File: config.mk
export PLATFORM = sky130hd
export DESIGN_NAME = lucp_regs
export DESIGN_NICKNAME = d
export VERILOG_FILES = /design/src/design/lucp_pkg.sv /design/src/design/lucp_regs.sv
export SDC_FILE = /design/constraint.sdc
export NUM_CORES = 1
export LEC_CHECK = 0
export BUFFER_PORTS_ARGS = -buffer_cell sky130_fd_sc_hd__buf_2
export CORE_MARGIN = 4
export CORE_UTILIZATION = 46
export CTS_CLUSTER_DIAMETER = 40
export DETAILED_ROUTE_END_ITERATION = 8
export PLACE_DENSITY = 0.89
export RECOVER_POWER = 100
export REMOVE_ABC_BUFFERS = 1
export SLEW_MARGIN = 10
export SYNTH_ARGS = -nofsm -noshare
export SYNTH_HDL_FRONTEND = slang
export SYNTH_SLANG_ARGS = --single-unit
export TNS_END_PERCENT = 50
File: constraint.sdc
create_clock -name ref_clk -period 2.3 [get_ports ref_clk]
set_input_delay 0.345 -clock ref_clk [delete_from_list [all_inputs] [get_ports ref_clk]]
set_output_delay 0.345 -clock ref_clk [all_outputs]
set_load 0.01 [all_outputs]
File: src/design/lucp_pkg.sv
// Purpose: Shared constants for the line unit status, cable and pulse register slice.
// Assumes: APB slave with 32-bit data; each register takes one aligned word.
// Notes: Register offsets are word indices; the byte address is four times the index.
package lucp_pkg;

    // APB geometry
    localparam int unsigned ADDR_W = 16;
    localparam int unsigned DATA_W = 32;

    // Register word indices
    localparam logic [11:0] IDX_LINE_CONTROL = 12'hF00;
    localparam logic [11:0] IDX_ENABLE = 12'hF04;
    localparam logic [11:0] IDX_STATUS = 12'hF05;
    localparam logic [11:0] IDX_CHANGE_FLAGS = 12'hF06;
    localparam logic [11:0] IDX_CABLE_ATTEN = 12'hF07;
    localparam logic [11:0] IDX_PULSE_SEG_ONE = 12'hF08;
    localparam logic [11:0] IDX_LINE_CONFIG = 12'hF10;

    // Field positions
    localparam int unsigned BIT_PATTERN_LOCK = 0;
    localparam int unsigned BIT_LOS = 1;
    localparam int unsigned BIT_SINGLE_RAIL = 0;
    localparam int unsigned BIT_EXT_LOSS = 1;
    localparam int unsigned BIT_SEG_SIGN = 6;
    localparam int unsigned EQSEL_W = 5;
    localparam int unsigned CABLE_W = 6;
    localparam int unsigned SEG_W = 7;
    localparam int unsigned EVT_W = 2;

    // Equalizer select code that picks arbitrary pulse mode
    localparam logic [4:0] EQSEL_ARBITRARY = 5'h1F;

    // Values after reset
    localparam logic [4:0] RST_EQSEL = 5'h00;
    localparam logic [1:0] RST_ENABLE = 2'h0;
    localparam logic [1:0] RST_FLAGS = 2'h0;
    localparam logic [1:0] RST_LIVE = 2'h0;
    localparam logic [5:0] RST_CABLE = 6'h00;
    localparam logic [6:0] RST_SEG = 7'h00;
    localparam logic RST_SINGLE_RAIL = 1'b0;
    localparam logic RST_EXT_LOSS = 1'b0;

    // Cycles from penable to pready high in the access phase
    localparam int unsigned APB_WAIT_CYCLES = 1;

endpackage : lucp_pkg

File: src/design/lucp_regs.sv
// Purpose: Change flags, cable attenuation code and first pulse segment registers.
// Assumes: Live status and attenuation inputs are synchronous to ref_clk.
// Notes: APB slave inserts one wait state so every answer comes from a flip-flop.
//
// Contract
// - Loss change sets flag bit 1, read clears.
// - Pattern-lock change sets flag bit 0, read clears.
// - Status logic works only in single rail.
// - Read-only six-bit cable attenuation code.
// - First segment drives pulse in arbitrary mode.
// - Segment is signed magnitude, bit 6 sign.
// - Arbitrary mode only via equalizer select code.
// - Loss enable bit 1 raises interrupt on change.
// - Pattern enable bit 0 raises interrupt on change.
`timescale 1ns/1ps
`default_nettype none

module lucp_regs (
    input wire logic ref_clk,
    input wire logic rst,
    // APB slave
    input wire logic psel,
    input wire logic penable,
    input wire logic pwrite,
    input wire logic [lucp_pkg::ADDR_W-1:0] paddr,
    input wire logic [lucp_pkg::DATA_W-1:0] pwdata,
    input wire logic [3:0] pstrb,
    output logic pready,
    output logic [lucp_pkg::DATA_W-1:0] prdata,
    output logic pslverr,
    // Live receive side
    input wire logic receive_signal_loss,
    input wire logic pattern_lock_status,
    input wire logic [lucp_pkg::CABLE_W-1:0] cable_attenuation_code,
    // Controls toward the line circuits
    output logic [lucp_pkg::EQSEL_W-1:0] equalizer_select,
    output logic arbitrary_mode,
    output logic first_pulse_sign,
    output logic [lucp_pkg::SEG_W-2:0] first_pulse_magnitude,
    output logic single_rail,
    output logic extended_loss_option,
    output logic irq
);

    typedef struct packed {
        logic [lucp_pkg::EQSEL_W-1:0] eqsel;
        logic single_rail;
        logic ext_loss;
        logic [lucp_pkg::EVT_W-1:0] enable;
        logic [lucp_pkg::EVT_W-1:0] live;
        logic [lucp_pkg::EVT_W-1:0] flags;
        logic [lucp_pkg::CABLE_W-1:0] cable;
        logic [lucp_pkg::SEG_W-1:0] seg1;
        logic arb_mode;
        logic seg_sign;
        logic [lucp_pkg::SEG_W-2:0] seg_mag;
        logic irq;
        logic pready;
        logic [lucp_pkg::DATA_W-1:0] prdata;
        logic pslverr;
    } lucp_state_t;

    lucp_state_t s_q;
    lucp_state_t s_d;

    // Word index compare; low two address bits must be zero for a hit
    function automatic logic lucp_hit(
        input logic [lucp_pkg::ADDR_W-1:0] addr,
        input logic [11:0] idx
    );
        lucp_hit = (addr[1:0] == 2'h0) && (addr[lucp_pkg::ADDR_W-1:2] == {2'h0, idx});
    endfunction : lucp_hit

    // Register behind an address; unaligned or unlisted words decode to none
    typedef enum {
        REG_NONE,
        REG_LINE_CONTROL,
        REG_ENABLE,
        REG_STATUS,
        REG_CHANGE_FLAGS,
        REG_CABLE_ATTEN,
        REG_PULSE_SEG_ONE,
        REG_LINE_CONFIG
    } lucp_reg_t;

    function automatic lucp_reg_t lucp_decode(
        input logic [lucp_pkg::ADDR_W-1:0] addr
    );
        lucp_decode = REG_NONE;
        if (lucp_hit(addr, lucp_pkg::IDX_LINE_CONTROL)) begin
            lucp_decode = REG_LINE_CONTROL;
        end
        if (lucp_hit(addr, lucp_pkg::IDX_ENABLE)) begin
            lucp_decode = REG_ENABLE;
        end
        if (lucp_hit(addr, lucp_pkg::IDX_STATUS)) begin
            lucp_decode = REG_STATUS;
        end
        if (lucp_hit(addr, lucp_pkg::IDX_CHANGE_FLAGS)) begin
            lucp_decode = REG_CHANGE_FLAGS;
        end
        if (lucp_hit(addr, lucp_pkg::IDX_CABLE_ATTEN)) begin
            lucp_decode = REG_CABLE_ATTEN;
        end
        if (lucp_hit(addr, lucp_pkg::IDX_PULSE_SEG_ONE)) begin
            lucp_decode = REG_PULSE_SEG_ONE;
        end
        if (lucp_hit(addr, lucp_pkg::IDX_LINE_CONFIG)) begin
            lucp_decode = REG_LINE_CONFIG;
        end
    endfunction : lucp_decode

    function automatic logic lucp_mapped(
        input lucp_reg_t sel
    );
        lucp_mapped = (sel != REG_NONE);
    endfunction : lucp_mapped

    // Reserved bits stay zero; every register sits in the low byte
    // Every decode value is listed, so the case needs no default
    function automatic logic [lucp_pkg::DATA_W-1:0] lucp_read_word(
        input lucp_state_t s,
        input lucp_reg_t sel
    );
        lucp_read_word = '0;
        unique case (sel)
            REG_LINE_CONTROL: begin
                lucp_read_word[lucp_pkg::EQSEL_W-1:0] = s.eqsel;
            end
            REG_ENABLE: begin
                lucp_read_word[lucp_pkg::EVT_W-1:0] = s.enable;
            end
            REG_STATUS: begin
                lucp_read_word[lucp_pkg::EVT_W-1:0] = s.live;
            end
            REG_CHANGE_FLAGS: begin
                lucp_read_word[lucp_pkg::EVT_W-1:0] = s.flags;
            end
            REG_CABLE_ATTEN: begin
                lucp_read_word[lucp_pkg::CABLE_W-1:0] = s.cable;
            end
            REG_PULSE_SEG_ONE: begin
                lucp_read_word[lucp_pkg::SEG_W-1:0] = s.seg1;
            end
            REG_LINE_CONFIG: begin
                lucp_read_word[lucp_pkg::BIT_SINGLE_RAIL] = s.single_rail;
                lucp_read_word[lucp_pkg::BIT_EXT_LOSS] = s.ext_loss;
            end
            REG_NONE: begin
                lucp_read_word = '0;
            end
        endcase
    endfunction : lucp_read_word

    // Bus handshake
    logic access_start;
    logic access_done;
    logic wr_done;
    logic rd_done;
    logic wr_lane;
    logic wr_take;
    logic rd_clear;
    lucp_reg_t sel;
    logic [lucp_pkg::DATA_W-1:0] rd_word;
    // Event path
    logic [lucp_pkg::EVT_W-1:0] live_now;
    logic [lucp_pkg::EVT_W-1:0] change;
    logic [lucp_pkg::EVT_W-1:0] clear;
    logic [lucp_pkg::EVT_W-1:0] flag_next;
    logic [lucp_pkg::EVT_W-1:0] pending;

    // Live status sampled every cycle so software sees current state
    assign live_now[lucp_pkg::BIT_LOS] = receive_signal_loss;
    assign live_now[lucp_pkg::BIT_PATTERN_LOCK] = pattern_lock_status;

    // Either edge counts as a change; ignored outside single rail
    // Set wins over clear so a change in the clearing cycle survives
    for (genvar gi = 0; gi < lucp_pkg::EVT_W; gi++) begin : g_flag
        assign change[gi] = (s_q.live[gi] ^ live_now[gi]) && s_q.single_rail;
        assign flag_next[gi] = change[gi] || (s_q.flags[gi] && !clear[gi]);
    end

    always_comb begin
        s_d = s_q;
        clear = '0;

        // Decode once; the read mux and the write case share it
        sel = lucp_decode(paddr);
        access_start = psel && penable && !s_q.pready;
        access_done = psel && penable && s_q.pready;
        wr_lane = pstrb[0];
        wr_done = access_done && pwrite && lucp_mapped(sel);
        rd_done = access_done && !pwrite && lucp_mapped(sel);
        wr_take = wr_done && wr_lane;
        rd_clear = rd_done && (sel == REG_CHANGE_FLAGS);
        rd_word = lucp_read_word(s_q, sel);

        // One wait state: a registered answer keeps prdata off the address decode
        if (access_start) begin
            s_d.pready = 1'b1;
            s_d.prdata = pwrite ? '0 : rd_word;
            s_d.pslverr = !lucp_mapped(sel);
        end
        if (access_done) begin
            s_d.pready = 1'b0;
            s_d.prdata = '0;
            s_d.pslverr = 1'b0;
        end

        // Writes land only at the completing edge, low byte lane only
        if (wr_take) begin
            unique case (sel)
                REG_LINE_CONTROL: begin
                    s_d.eqsel = pwdata[lucp_pkg::EQSEL_W-1:0];
                end
                REG_ENABLE: begin
                    s_d.enable = pwdata[lucp_pkg::EVT_W-1:0];
                end
                REG_PULSE_SEG_ONE: begin
                    s_d.seg1 = pwdata[lucp_pkg::SEG_W-1:0];
                end
                REG_LINE_CONFIG: begin
                    s_d.single_rail = pwdata[lucp_pkg::BIT_SINGLE_RAIL];
                    // Needed by sync interface mode; fixes 4096-bit loss detection
                    s_d.ext_loss = pwdata[lucp_pkg::BIT_EXT_LOSS];
                end
                // Writing ones clears the matching flags
                REG_CHANGE_FLAGS: begin
                    clear = pwdata[lucp_pkg::EVT_W-1:0];
                end
                // Read-only and unmapped words ignore writes
                REG_NONE, REG_STATUS, REG_CABLE_ATTEN: begin
                    clear = '0;
                end
            endcase
        end

        // A read of the flag register clears every flag
        if (rd_clear) begin
            clear = '1;
        end

        s_d.live = live_now;
        // Attenuation code tracks the equalizer continuously
        s_d.cable = cable_attenuation_code;
        s_d.flags = flag_next;

        // Segment only reaches the pulse shaper in arbitrary mode
        s_d.arb_mode = (s_d.eqsel == lucp_pkg::EQSEL_ARBITRARY);
        if (s_d.arb_mode) begin
            s_d.seg_sign = s_d.seg1[lucp_pkg::BIT_SEG_SIGN];
            s_d.seg_mag = s_d.seg1[lucp_pkg::SEG_W-2:0];
        end else begin
            s_d.seg_sign = 1'b0;
            s_d.seg_mag = '0;
        end

        // Level interrupt; software masks loss here for its own method
        // Only flags that pass the enable mask count
        pending = s_d.flags & s_d.enable;
        s_d.irq = s_d.single_rail && |pending;
    end

    always_ff @(posedge ref_clk) begin
        if (rst) begin
            s_q.eqsel <= lucp_pkg::RST_EQSEL;
            s_q.single_rail <= lucp_pkg::RST_SINGLE_RAIL;
            s_q.ext_loss <= lucp_pkg::RST_EXT_LOSS;
            s_q.enable <= lucp_pkg::RST_ENABLE;
            s_q.live <= lucp_pkg::RST_LIVE;
            s_q.flags <= lucp_pkg::RST_FLAGS;
            s_q.cable <= lucp_pkg::RST_CABLE;
            s_q.seg1 <= lucp_pkg::RST_SEG;
            s_q.arb_mode <= 1'b0;
            s_q.seg_sign <= 1'b0;
            s_q.seg_mag <= '0;
            s_q.irq <= 1'b0;
            s_q.pready <= 1'b0;
            s_q.prdata <= '0;
            s_q.pslverr <= 1'b0;
        end else begin
            s_q <= s_d;
        end
    end

    assign pready = s_q.pready;
    assign prdata = s_q.prdata;
    assign pslverr = s_q.pslverr;
    assign equalizer_select = s_q.eqsel;
    assign arbitrary_mode = s_q.arb_mode;
    assign first_pulse_sign = s_q.seg_sign;
    assign first_pulse_magnitude = s_q.seg_mag;
    assign single_rail = s_q.single_rail;
    assign extended_loss_option = s_q.ext_loss;
    assign irq = s_q.irq;

endmodule : lucp_regs

`default_nettype wire

==> results.json <==
{
  "cts_repair_resize_count": 0,
  "pin_count": 115,
  "hp-start": "rst",
  "grtUsageTotal_pct": 17.2,
  "tightest_slew_ns": 1.31,
  "syn-cell-area_sq_mm": 0.00228,
  "chipHeight_um": 78.3,
  "wl_per_cell_um": 14.2,
  "min_path_cells": 2,
  "ant_nets": 0,
  "overflow": 0,
  "grt_max_degree": 31,
  "hpwl_um": 4120,
  "stdcell_area_sq_mm": 0.00249,
  "io_buffers": 61,
  "r2r_cells": 5,
  "gp_congestion": 0.849,
  "crit_chain": "clkbuf_1, or3_1, nor4b_4, nand3_1, mux2i_1, nor2_1",
  "fin_crit_ns": 1.99,
  "netlist_instances": 249,
  "fin_worst_skew_ns": 0.00956,
  "rrSetupSlack_ns": 0.43,
  "rsz0062_at_grt": "no",
  "cp.buffers_inverters": 1,
  "postCtsSetupBuffers": 0,
  "grt_pass1_wl_um": 8340,
  "yosysWarnings": 0,
  "drt_wl_total_um": 5200,
  "r2r_start": "pready",
  "dr_total_vias": 1849,
  "power.density_mw_per_mm2": 612,
  "area_growth_pct": 9.24,
  "cts_made_buffers": 5,
  "finalSetupTns_ns": 0,
  "synth-edff-count": 0,
  "fp.dieArea_sq_mm": 0.00614,
  "first_iter_violations": 100,
  "hold_buffers": 0,
  "worstPathArrival_ns": 2.14,
  "path_max_fanout": 9,
  "worstSkewPairLatency_ns": 0.30,
  "drt_pre_antenna_iters": 4,
  "viasPerCell": 5.07,
  "cts_root_buffer": "clkbuf_8",
  "setup_viol": 0,
  "worstSetupEndpointType": "register",
  "synth_cell_types": 50,
  "clkTransAtPathRegs_ns": 0.08,
  "fin_nets": 362,
  "critPathMaxStageDelay_ns": 0.54,
  "cp_slowest_cell": "or3_1",
  "min_path_type": "input port to register",
  "clk_path_buf_depth": 2,
  "drive_gt1_share_pct": 18.5,
  "cts_tree": "built",
  "start_util_pct": 47.9,
  "critPathLaunch": "paddr[2]",
  "worstHoldEndpoint": "s_q[55]",
  "synthArstFlopShare_pct": 0,
  "max_slew_margin_pct": 12.4,
  "antenna_found_initial": 0,
  "crit_type": "input port to register",
  "synth_seq_area_share_pct": 38.7,
  "synth_ff_type": "dfxtp_1",
  "drv_cap": 0,
  "p_total_mw": 1.52,
  "r2r_end": "s_q[47]",
  "ys_seq_elements": 44,
  "die_width_um": 78.3,
  "final_max_slew_viol_count": 0,
  "diodes": 0,
  "ir_drop_mv": 0.435,
  "fmax_mhz": 501,
  "cp_top_family": "simple AND/OR/NAND/NOR gates",
  "cp.required_ns": 2.45,
  "hold_viol": 0,
  "drc": 0,
  "avgSynthCellArea_sq_um": 9.14,
  "p_leak_nw": 1.10,
  "clkSinkCount": 44,
  "coreArea_sq_mm": 0.00475,
  "worstSetupStartpointType": "input port",
  "placed_area_sq_mm": 0.00243,
  "status": "finished, final reports clean",
  "utilization_pct": 52.3,
  "fin_crit_sh_pct": 86.7,
  "rows": 25,
  "htreeDepth": 2,
  "grt_pass1_vias": 1807
}
==> synthesized netlist by cell type (all sizes together) (2+ instances only) <==
cell,count,share of area (%)
a31o,2,0.77
o21ai,8,1.8
nor4b,3,1.8
o41ai,2,1.4
dfxtp,44,39
inv,4,0.66
buf,46,15
nor3,3,0.66
nor2,28,4.7
a21boi,2,0.66
nor4,2,1.2
a21oi,7,1.5
nand2,14,2.3
a32o,2,0.88
nor2b,9,2.5
and3,4,1.1
clkbuf,3,0.49
and2,3,0.82
or3,4,1.3
nand3,7,2.1
a22o,5,1.9
xor2,3,1.2
mux2i,14,6.2
a22oi,6,2.0
a32oi,2,0.77
nand4,6,1.6
==> cells in the final DEF (no fill, tap or decap), types with 2 or more instances in the layout <==
cell type   n
nand3_1     7
nor4b_1     2
buf_4       3
and2_1      3
a32o_1      2
nand4_1     6
a22oi_1     6
nand2_1    14
dfxtp_1    44
xor2_1      3
inv_1       4
a31o_2      2
a21oi_1     7
clkbuf_1   28
a32oi_1     2
a21boi_0    2
conb_1     25
nor2b_1     9
and3_1      4
or3_1       3
o21ai_0     8
nor2_1     27
o41ai_1     2
mux2i_1    14
clkbuf_8    6
buf_2      35
a22o_1      5
nor3_1      3
==> kinds of logic (layout without fill, tap and decap cells) <==
logic type	count (synthesis)	after routing	share of synthesized area [%]
buf+inv	53	78	16.5
other cells	1	25	0.165
xor+xnor	3	3	1.15
flops	44	44	38.7
simple gates	89	89	22.2
compound gates	44	44	14.6
mux	15	15	6.65
==> where the power goes <==
group | internal, mW | switching, mW | leakage [nW]
clock | 0.355 | 0.266 | 0.0614
combinational | 0.0439 | 0.0790 | 0.680
sequential | 0.771 | 0.00596 | 0.357
total | 1.17 | 0.351 | 1.10
==> area by class of cell <==
class / instances / area, sq um
clock buffers: 6 / 82.6
clock inverters: 2 / 38.8
fillers: 466 / 2270
inverters: 4 / 15.0
multi-input cells: 176 / 1080
flip-flops and latches: 44 / 881
well taps: 67 / 83.8
repair buffers: 66 / 303
==> how the worst max path moves through the flow <==
| stage | end | slack [ns] | cells past startpoint |
|---|---|---|---|
| floorplan | irq | 0.30 | 5 |
| global placement | irq | 0.10 | 6 |
| detailed placement | irq | 0.11 | 6 |
| CTS | irq | 0.42 | 6 |
| global route | irq | 0.19 | 6 |
| finish | s_q[47] | 0.31 | 6 |
==> flip-flops by register name (all words and copies together) (netlist names) <==
signal	flops
s_q	19
prdata	7
first_pulse_magnitude	6
equalizer_select	5
arbitrary_mode	1
extended_loss_option	1
first_pulse_sign	1
irq	1
pready	1
pslverr	1
single_rail	1
==> per-layer routing <==
metal	track usage (%)	share of wire, %	vias to the layer above
li1	-	-	906
met1	20.2	40	832
met2	29.0	47	96
met3	5.73	11	15
met4	6.29	1.9	0
met5	0	0	-
==> worst reg2reg max path: cells and delay by family (launching register included) <==
family           cells  cell delay (ns)
flip-flops           1             0.44
multiplexers         1             0.33
AND/OR/NAND/NOR      4             0.94
==> through the flow <==
step | hold slack (ns) | worst slack [ns] | cells
global route | 0.242 | 0.186 | 365
floorplan | 0.414 | 0.302 | 224
detailed placement | 0.453 | 0.109 | 357
finish | 0.241 | 0.305 | 365
global placement | 0.435 | 0.104 | 357
CTS | 0.240 | 0.416 | 365
Note: power is estimated with default switching activity, not from simulation.
